File: config.mk
export PLATFORM = sky130hd
export DESIGN_NAME = interrupt_vector_selector
export DESIGN_NICKNAME = d
export VERILOG_FILES = /design/src/interrupt_vector_selector_pkg.sv /design/src/interrupt_vector_selector.sv
export VERILOG_INCLUDE_DIRS = /design/src
export SDC_FILE = /design/constraint.sdc
export NUM_CORES = 2
export LEC_CHECK = 0
export ABC_CLOCK_PERIOD_IN_PS = 133900
export BUFFER_PORTS_ARGS = -buffer_cell sky130_fd_sc_hd__buf_4
export CAP_MARGIN = 20
export CORE_MARGIN = 2
export CORE_UTILIZATION = 57
export DETAILED_ROUTE_END_ITERATION = 10
export PLACE_DENSITY = 0.79
export SETUP_SLACK_MARGIN = 0.15
export SKIP_CTS_REPAIR_TIMING = 1
export SLEW_MARGIN = 10
export SYNTH_ARGS = -nofsm -noshare
export SYNTH_HDL_FRONTEND = slang
export SYNTH_SLANG_ARGS = --single-unit
File: constraint.sdc
create_clock -name I_CLOCK -period 133.9 [get_ports I_CLOCK]
set_input_delay 13.39 -clock I_CLOCK [delete_from_list [all_inputs] [get_ports I_CLOCK]]
set_output_delay 13.39 -clock I_CLOCK [all_outputs]
set_load 0.02 [all_outputs]
File: src/interrupt_vector_selector_regs.svh
// Register offsets, field positions, reset values and table constants of the vector selector
`ifndef INTERRUPT_VECTOR_SELECTOR_REGS_SVH
`define INTERRUPT_VECTOR_SELECTOR_REGS_SVH

// -------------------------------------------------------------
// Register byte offsets
// -------------------------------------------------------------
`define IVS_FLAG_BASE 8'h00
`define IVS_ENABLE_BASE 8'h20
`define IVS_PRIO_BASE 8'h40
`define IVS_CTRL_TWO_OFS 8'hc0
`define IVS_TRAP_STAT_OFS 8'hc4
`define IVS_WIN_STAT_OFS 8'hc8
`define IVS_FLAG_WORDS 6
`define IVS_PRIO_WORDS 22

// -------------------------------------------------------------
// Field positions and reset values
// -------------------------------------------------------------
`define IVS_ALT_SEL_BIT 15
`define IVS_WIN_LEVEL_LSB 8
`define IVS_PRIO_FIELD_STEP 4
`define IVS_CTRL_TWO_RESET 32'h0000_0000
`define IVS_ZERO_WORD 32'h0000_0000

// -------------------------------------------------------------
// Vector table layout
// -------------------------------------------------------------
`define IVS_PRIMARY_BASE 24'h000004
`define IVS_ALT_DISTANCE 24'h000100
`define IVS_RESET_ADDR 24'h000000
`define IVS_NUM_TRAPS 8
`define IVS_NUM_IRQ 87
`define IVS_USER_MAX_LEVEL 4'h7
`define IVS_TRAP_TOP_LEVEL 4'hf

`endif

File: src/interrupt_vector_selector_pkg.sv
// Types shared by the vector selector and its bench
package interrupt_vector_selector_pkg;

  // APB request from the master
  typedef struct packed {
    logic psel;
    logic penable;
    logic pwrite;
    logic [7:0] paddr;
    logic [31:0] pwdata;
  } apb_req_t;

  // APB answer from the slave
  typedef struct packed {
    logic [31:0] prdata;
    logic pready;
    logic pslverr;
  } apb_rsp_t;

  // Request offered to the CPU core
  typedef struct packed {
    logic valid;
    logic [6:0] vector;
    logic [3:0] level;
    logic [23:0] handler;
  } cpu_req_t;

  // Entry sequence states, one-hot
  typedef enum logic [3:0] {
    ST_IDLE = 4'b0001,
    ST_FETCH = 4'b0010,
    ST_LOAD = 4'b0100,
    ST_OFFER = 4'b1000
  } entry_state_t;

endpackage

File: src/interrupt_vector_selector.sv
// Interrupt vector selector: flag, enable and priority store, arbiter and vector fetch
//
// The placing of the registers and the APB slave port were chosen for this implementation.
`timescale 1ns/100ps
`include "interrupt_vector_selector_regs.svh"

module interrupt_vector_selector
  import interrupt_vector_selector_pkg::*;
(
  input wire logic I_CLOCK,
  input wire logic I_RSTN,
  input wire apb_req_t I_APB,
  output apb_rsp_t O_APB,
  input wire logic [86:0] I_IRQ_LINES,
  input wire logic [7:0] I_TRAP_EVENTS,
  input wire logic [3:0] I_CPU_PRIORITY_LEVEL,
  output logic O_FETCH_REQ,
  output logic [23:0] O_FETCH_ADDR,
  input wire logic [23:0] I_FETCH_DATA,
  output cpu_req_t O_CPU_REQ,
  input wire logic I_CPU_ACK
);

  // -------------------------------------------------------------
  // Storage
  // -------------------------------------------------------------
  logic [95:0] pending_flag_reg; // Pending flags, 16 per word
  logic [95:0] source_enable_reg; // Enables, 16 per word
  logic [2:0] source_prio_reg [0:`IVS_NUM_IRQ-1]; // Per source level
  logic alt_table_select_reg; // Alternate table in use
  logic [7:0] trap_flag_reg; // Sticky trap status
  logic [6:0] win_vector_reg; // Last accepted vector
  logic [3:0] win_level_reg; // Last accepted level
  apb_rsp_t apb_rsp_reg; // Registered bus answer
  entry_state_t state_reg; // Entry sequence state
  cpu_req_t cpu_req_reg; // Request toward the core
  logic fetch_req_reg; // Table read strobe
  logic [23:0] fetch_addr_reg; // Table read address

  // -------------------------------------------------------------
  // Bus decode
  // -------------------------------------------------------------
  logic setup_phase; // First cycle of a transfer
  logic write_commit; // Access edge of a write
  logic [7:0] word_ofs; // Byte address of the word
  assign setup_phase = I_APB.psel && !I_APB.penable;
  assign write_commit = I_APB.psel && I_APB.penable && apb_rsp_reg.pready && I_APB.pwrite;
  assign word_ofs = {I_APB.paddr[7:2], 2'b00};

  logic [2:0] flag_idx; // Flag or enable word index
  logic hit_flag;
  logic hit_enable;
  logic hit_prio;
  assign flag_idx = word_ofs[4:2];
  assign hit_flag = (word_ofs >= `IVS_FLAG_BASE) &&
                    (word_ofs < `IVS_FLAG_BASE + 8'(4 * `IVS_FLAG_WORDS));
  assign hit_enable = (word_ofs >= `IVS_ENABLE_BASE) &&
                      (word_ofs < `IVS_ENABLE_BASE + 8'(4 * `IVS_FLAG_WORDS));
  assign hit_prio = (word_ofs >= `IVS_PRIO_BASE) &&
                    (word_ofs < `IVS_PRIO_BASE + 8'(4 * `IVS_PRIO_WORDS));

  logic [4:0] prio_word_idx; // Priority word index from offset
  assign prio_word_idx = 5'((word_ofs - `IVS_PRIO_BASE) >> 2);

  // -------------------------------------------------------------
  // Per-source eligibility and priority word images
  // -------------------------------------------------------------
  logic [`IVS_NUM_IRQ-1:0] eligible; // Flag, enable and level all pass
  logic [31:0] prio_word [0:`IVS_PRIO_WORDS-1]; // Readback images
  logic user_open; // CPU level leaves room for users
  assign user_open = I_CPU_PRIORITY_LEVEL < `IVS_USER_MAX_LEVEL;

  genvar gi;
  generate
    for (gi = 0; gi < `IVS_NUM_IRQ; gi = gi + 1) begin : g_src
      // Field n sits in word n/16 bit n%16 and in prio word n/4
      assign eligible[gi] = pending_flag_reg[gi] && source_enable_reg[gi] &&
                            user_open &&
                            ({1'b0, source_prio_reg[gi]} > I_CPU_PRIORITY_LEVEL);
    end
    for (gi = 0; gi < `IVS_PRIO_WORDS; gi = gi + 1) begin : g_pword
      // Three-bit fields at bit 4k; the field past source 86 in word 21 reads zero
      always_comb begin
        prio_word[gi] = `IVS_ZERO_WORD;
        for (int k = 0; k < 4; k++) begin
          if (4 * gi + k < `IVS_NUM_IRQ) begin
            prio_word[gi][4*k +: 3] = source_prio_reg[4*gi+k];
          end
        end
      end
    end
  endgenerate

  // -------------------------------------------------------------
  // Arbiter: traps first, then level, then natural order
  // -------------------------------------------------------------
  logic any_win; // Something may be forwarded
  logic [6:0] best_vector; // Table index, traps 0-7 then 8+n
  logic [3:0] best_level; // Level the CPU will take on

  always_comb begin
    any_win = 1'b0;
    best_vector = 7'h00;
    best_level = 4'h0;
    // Walk downward so the lowest number wins a tie
    for (int n = `IVS_NUM_IRQ - 1; n >= 0; n--) begin
      if (eligible[n] && (!any_win || {1'b0, source_prio_reg[n]} >= best_level)) begin
        any_win = 1'b1;
        best_vector = 7'(n + `IVS_NUM_TRAPS);
        best_level = {1'b0, source_prio_reg[n]};
      end
    end
    // Traps outrank users; level 15-n keeps them above any user
    for (int t = `IVS_NUM_TRAPS - 1; t >= 0; t--) begin
      if (trap_flag_reg[t] &&
          (`IVS_TRAP_TOP_LEVEL - 4'(t)) > I_CPU_PRIORITY_LEVEL) begin
        any_win = 1'b1;
        best_vector = 7'(t);
        best_level = `IVS_TRAP_TOP_LEVEL - 4'(t);
      end
    end
  end

  // Entry address: base + 2*index, plus 0x100 in the alternate table
  logic [23:0] entry_addr;
  always_comb begin
    entry_addr = `IVS_PRIMARY_BASE + {16'h0000, best_vector, 1'b0};
    if (alt_table_select_reg) begin
      entry_addr = entry_addr + `IVS_ALT_DISTANCE;
    end
  end

  // -------------------------------------------------------------
  // Register writes
  // -------------------------------------------------------------
  // Pending flags: hardware set beats a software clear in the same cycle
  always_ff @(posedge I_CLOCK) begin
    if (!I_RSTN) begin
      pending_flag_reg <= 96'h0;
    end else begin
      for (int w = 0; w < `IVS_FLAG_WORDS; w++) begin
        for (int b = 0; b < 16; b++) begin
          if (16 * w + b < `IVS_NUM_IRQ) begin
            if (I_IRQ_LINES[16*w+b]) begin
              pending_flag_reg[16*w+b] <= 1'b1;
            end else if (write_commit && hit_flag && flag_idx == 3'(w)) begin
              pending_flag_reg[16*w+b] <= I_APB.pwdata[b];
            end
          end
        end
      end
    end
  end

  // Enables, one word at a time
  always_ff @(posedge I_CLOCK) begin
    if (!I_RSTN) begin
      source_enable_reg <= 96'h0;
    end else if (write_commit && hit_enable) begin
      for (int w = 0; w < `IVS_FLAG_WORDS; w++) begin
        if (flag_idx == 3'(w)) begin
          for (int b = 0; b < 16; b++) begin
            if (16 * w + b < `IVS_NUM_IRQ) begin
              source_enable_reg[16*w+b] <= I_APB.pwdata[b];
            end
          end
        end
      end
    end
  end

  // Priority fields, four to a word
  always_ff @(posedge I_CLOCK) begin
    if (!I_RSTN) begin
      for (int n = 0; n < `IVS_NUM_IRQ; n++) begin
        source_prio_reg[n] <= 3'h0;
      end
    end else if (write_commit && hit_prio) begin
      for (int n = 0; n < `IVS_NUM_IRQ; n++) begin
        if (prio_word_idx == 5'(n / 4)) begin
          source_prio_reg[n] <= I_APB.pwdata[`IVS_PRIO_FIELD_STEP*(n%4) +: 3];
        end
      end
    end
  end

  // Table select in the second control word
  always_ff @(posedge I_CLOCK) begin
    if (!I_RSTN) begin
      alt_table_select_reg <= 1'b0;
    end else if (write_commit && word_ofs == `IVS_CTRL_TWO_OFS) begin
      alt_table_select_reg <= I_APB.pwdata[`IVS_ALT_SEL_BIT];
    end
  end

  // Trap status: only sources 1-4 exist, set beats clear
  always_ff @(posedge I_CLOCK) begin
    if (!I_RSTN) begin
      trap_flag_reg <= 8'h00;
    end else begin
      for (int t = 1; t <= 4; t++) begin
        if (I_TRAP_EVENTS[t]) begin
          trap_flag_reg[t] <= 1'b1;
        end else if (write_commit && word_ofs == `IVS_TRAP_STAT_OFS) begin
          trap_flag_reg[t] <= I_APB.pwdata[t];
        end
      end
    end
  end

  // -------------------------------------------------------------
  // Bus answer: data prepared in setup, ready in access
  // -------------------------------------------------------------
  always_ff @(posedge I_CLOCK) begin
    if (!I_RSTN) begin
      apb_rsp_reg <= '0;
    end else if (setup_phase) begin
      apb_rsp_reg.pready <= 1'b1;
      apb_rsp_reg.pslverr <= 1'b0;
      apb_rsp_reg.prdata <= `IVS_ZERO_WORD;
      if (hit_flag) begin
        apb_rsp_reg.prdata <= {16'h0000, pending_flag_reg[16*flag_idx +: 16]};
      end else if (hit_enable) begin
        apb_rsp_reg.prdata <= {16'h0000, source_enable_reg[16*flag_idx +: 16]};
      end else if (hit_prio) begin
        apb_rsp_reg.prdata <= prio_word[prio_word_idx];
      end else if (word_ofs == `IVS_CTRL_TWO_OFS) begin
        apb_rsp_reg.prdata[`IVS_ALT_SEL_BIT] <= alt_table_select_reg;
      end else if (word_ofs == `IVS_TRAP_STAT_OFS) begin
        apb_rsp_reg.prdata <= {24'h000000, trap_flag_reg};
      end else if (word_ofs == `IVS_WIN_STAT_OFS) begin
        apb_rsp_reg.prdata <= {20'h00000, win_level_reg, 1'b0, win_vector_reg};
      end else begin
        apb_rsp_reg.pslverr <= 1'b1; // Unmapped offset
      end
    end else begin
      // One access cycle per transfer, then idle
      apb_rsp_reg.pready <= 1'b0;
      apb_rsp_reg.pslverr <= 1'b0;
    end
  end

  // -------------------------------------------------------------
  // Entry sequence: fixed three cycles to the offer
  // -------------------------------------------------------------
  // The winner is frozen in IDLE so a later arrival cannot stretch entry
  always_ff @(posedge I_CLOCK) begin
    if (!I_RSTN) begin
      state_reg <= ST_IDLE;
      cpu_req_reg <= '0; // Handler reads zero: core starts at 000000h
      fetch_req_reg <= 1'b0;
      fetch_addr_reg <= `IVS_RESET_ADDR;
    end else begin
      case (state_reg)
        ST_IDLE: begin
          if (any_win) begin
            cpu_req_reg.vector <= best_vector;
            cpu_req_reg.level <= best_level;
            fetch_addr_reg <= entry_addr;
            fetch_req_reg <= 1'b1;
            state_reg <= ST_FETCH;
          end
        end
        ST_FETCH: begin
          // Memory answers one cycle after the strobe
          fetch_req_reg <= 1'b0;
          state_reg <= ST_LOAD;
        end
        ST_LOAD: begin
          cpu_req_reg.handler <= I_FETCH_DATA;
          cpu_req_reg.valid <= 1'b1;
          state_reg <= ST_OFFER;
        end
        ST_OFFER: begin
          if (I_CPU_ACK) begin
            cpu_req_reg.valid <= 1'b0;
            state_reg <= ST_IDLE;
          end
        end
        default: begin
          state_reg <= ST_IDLE;
        end
      endcase
    end
  end

  // Status latch on the accepting edge
  always_ff @(posedge I_CLOCK) begin
    if (!I_RSTN) begin
      win_vector_reg <= 7'h00;
      win_level_reg <= 4'h0;
    end else if (state_reg == ST_OFFER && I_CPU_ACK) begin
      win_vector_reg <= cpu_req_reg.vector;
      win_level_reg <= cpu_req_reg.level;
    end
  end

  // -------------------------------------------------------------
  // Outputs, all from flip-flops
  // -------------------------------------------------------------
  assign O_APB = apb_rsp_reg;
  assign O_CPU_REQ = cpu_req_reg;
  assign O_FETCH_REQ = fetch_req_reg;
  assign O_FETCH_ADDR = fetch_addr_reg;

endmodule

==> impl_results.md <==
- Global Route Usage Sum: 0.440
- Fin crit period: 130430 ps
- Reg-to-reg critical path endpoint: O_FETCH_ADDR[6]
- Synth Cell Area: 42300 um^2
- Vias/cell: 6.73
- CP Capture Type: flip-flop
- Die ar.: 76400 um^2
- Die W: 276 um
- Leakage power: 22.9 nW
- Vias in the first global route: 38050
- Drt drc: 0
- Most used DFF post-synth: edfxtp_1
- Peak Freq: 0.00767 GHz
- Initial Utilization: 0.577
- Dpl cell area: 46000 um^2
- Yosys reg bits: 518
- GRT overflow: 0
- Core Rows: 99
- CTS root buffer: clkbuf_16
- FFs w/ async S/R, synth: 0
- Clock Path Buffers: 3
- Post-Syn Area per Cell: 8.63 um^2
- Reg area: 13000 um^2
- Fin. Hold Viols: 0
- Worst clock skew: 12.9 ps
- Drt first-iter violations: between 5000 and 6000
- RD Place Congestion: 1.07
- Reg power frac: 0.445
- Final HPWL DP: 135000 um
- WHS Endpoint: O_CPU_REQ[18]
- CP required: 134440 ps
- TritonCTS Buffers: 55
- Crit-path leading delay family: compound AO/OA/AOI/OAI gates
- Final Setup Violations: 0
- CTS clock-pin slew for the worst setup and hold paths: 60 ps
- Cells on worst reg2reg path: just under 700
- Initial antenna violation count: 14
- Worst slew pin tran: 1290 ps
- Crit path max fanout: 10
- Number of flip-flops in the largest register: approximately 260
- Headroom to the max-slew limit: 0.125
- CTS tree: yes
- Ys Warns: 0
- Peak supply drop: 0.0111 mV
- Pint: 0.293 mW
- Global-route wire length before repair: around 250000 um
- Clock power frac: 0.399
- Switch Pwr: 0.119 mW
- CP max-delay cell: or4_4
- Worst EP arrival: 130970 ps
- Critical path launch point type: input port
- Min-Delay Path Class: reg -> reg
- Register area share after synthesis: 0.307
- Critical R2R Launch: source_prio_reg[0][259]
- Area of the multi-input gates: 29700 um^2
- CP max stage delay: 550 ps
- Number of enable flip-flop cells after synthesis: 261
- R2R Setup Slk: ~16000 ps
- Status: completed
- Comb power frac: 0.156
- Power Density: 7.93 nW/um^2
- DR pass1 iterations: 7
- Worst Min Path Start: O_CPU_REQ[18]
- Clk_lat worst skew: 630 ps
- Core ar.: around 73000 um^2
- Tcrit/Tclk final: 0.974
- Wire length per cell: 28.1 um
- # fillers: 5643
- Hold Path Stages: 2
- Largest net degree at the start of global routing: roughly 150
- Final Net Count: a little over 6000
- Critical path class: in -> reg
- Sw Share: 0.289
- Post-Synthesis Cells: just under 5000
- Remaining antenna violation count after routing: 0
- H-tree depth: 2
- Die H: 276 um
- Max Cap Viol: 0
- Setup TNS: 0 ps
- Bufs and invs on worst path: 78
- CP most frequent cell: ha_1
- Post-synth cell types: 97
- Share of cells above drive strength 1: 0.256
- IO Port Bufs: 210
- Area grow syn2layout: 23.2%
- I/O pin cnt: 264
- Final WL: 179000 um
- Final std cell area, no fill: 52100 um^2
- Final Max Slew Viols: 0
- Finished Core Util: 0.711
- Via count: between 40000 and 50000
- Clock Sinks: ~520
[cell type report]
| class | instances | share of cell area |
|---|---|---|
| antenna | 7 | 0.000336 |
| tap | 959 | 0.0230 |
| inverter | 347 | 0.0254 |
| clock buffer | 68 | 0.0280 |
| clock inverter | 34 | 0.00829 |
| multi-input combinational | 3813 | 0.570 |
| timing repair buffer | 647 | 0.0958 |
| sequential | 518 | 0.249 |
[power groups by stage]
stage / Clock, mW / Sequential [mW] / Combinational, mW
6_report: 0.165 / 0.184 / 0.0643
5_1_grt: 0.169 / 0.183 / 0.0681
4_1_cts: 0.163 / 0.182 / 0.0593
2_1_floorplan: 0 / 0.181 / 0.0360
3_3_place_gp: 0 / 0.186 / 0.0572
3_5_place_dp: 0 / 0.186 / 0.0589
[layout by cell type (no fill, tap or decap), types with 115 or more instances in the layout]
cell	Yosys	final
buf_4	33	612
ha_1	521	508
nand2_1	499	477
nor2_1	492	458
a21oi_1	447	351
inv_1	345	331
edfxtp_1	261	261
dfxtp_1	257	257
nand3_1	160	154
a21o_1	124	124
mux2i_1	129	116
nor2b_1	138	115
[kinds of logic (layout without fill, tap and decap cells)]
family / after synthesis / after routing / share of synthesized area
muxes: 270 / 270 / 0.0963
adders and majority gates: 521 / 521 / 0.154
other: 1 / 39 / 0.0000887
buffers and inverters: 596 / 1096 / 0.0564
DFF: 518 / 518 / 0.307
and+or+nand+nor: 1751 / 1751 / 0.197
xor gates and xnor gates: 3 / 3 / 0.000622
AOI/OAI and AO/OA: 1236 / 1236 / 0.188
[worst register-to-register path: cells and delay by family (launching register included)]
kind            cells  cell delay (ps)
compound gates    290            51750
simple gates      199            25540
fa+ha+maj          88            23270
buf+inv            76             9950
mux                24             6760
flops               1              520
xor+xnor            1              190
[routing by layer]
layer | track usage | share of wire | vias to the layer above
met5 | 0 | 0.00059 | -
met4 | 0.248 | 0.073 | 16
met3 | 0.126 | 0.15 | 698
met2 | 0.639 | 0.41 | 3189
met1 | 0.586 | 0.37 | 20336
li1 | - | - | 18795
[cells in the mapped netlist, drive strengths merged, types with 25 or more instances]
cell type / n / area share
a211oi: 68 / 0.012
nand3: 162 / 0.019
dfxtp: 257 / 0.12
o31a: 25 / 0.0052
nor2: 493 / 0.044
a21oi: 447 / 0.053
ha: 521 / 0.15
or2: 26 / 0.0038
and2: 37 / 0.0055
edfxtp: 261 / 0.19
nand2: 499 / 0.044
o21a: 48 / 0.0085
o31ai: 54 / 0.0096
nand4: 42 / 0.0062
buf: 59 / 0.0087
clkbuf: 190 / 0.017
mux4: 106 / 0.056
a31oi: 44 / 0.0065
o211ai: 36 / 0.0064
mux2i: 129 / 0.031
nor3: 112 / 0.013
o21ai: 177 / 0.021
a21o: 124 / 0.022
nor2b: 138 / 0.020
inv: 346 / 0.031
mux2: 35 / 0.0093
or3: 26 / 0.0038
and3: 32 / 0.0047
nand2b: 119 / 0.018
[worst max path at each step]
stage                                  from               to  slack, ps  cells after the start
global placement    I_CPU_PRIORITY_LEVEL[2]  O_FETCH_ADDR[6]      -1330                    669
floorplan           I_CPU_PRIORITY_LEVEL[1]  O_FETCH_ADDR[6]        210                    687
detailed placement  I_CPU_PRIORITY_LEVEL[2]  O_FETCH_ADDR[6]      -2230                    679
global route        I_CPU_PRIORITY_LEVEL[1]  O_FETCH_ADDR[6]      -2440                    693
CTS                 I_CPU_PRIORITY_LEVEL[2]  O_FETCH_ADDR[6]      -2230                    677
finish              I_CPU_PRIORITY_LEVEL[1]  O_FETCH_ADDR[6]       3470                    680
[through the flow]
stage	hold slack (ps)	setup slack (ps)	instances	power, mW
2_1_floorplan	445	214	4927	0.217
3_3_place_gp	443	-1330	6071	0.243
3_5_place_dp	448	-2230	6073	0.245
4_1_cts	456	-2230	6175	0.405
5_1_grt	469	-2440	6386	0.421
6_report	456	3470	6393	0.413
(Power assumes the default switching activity.)
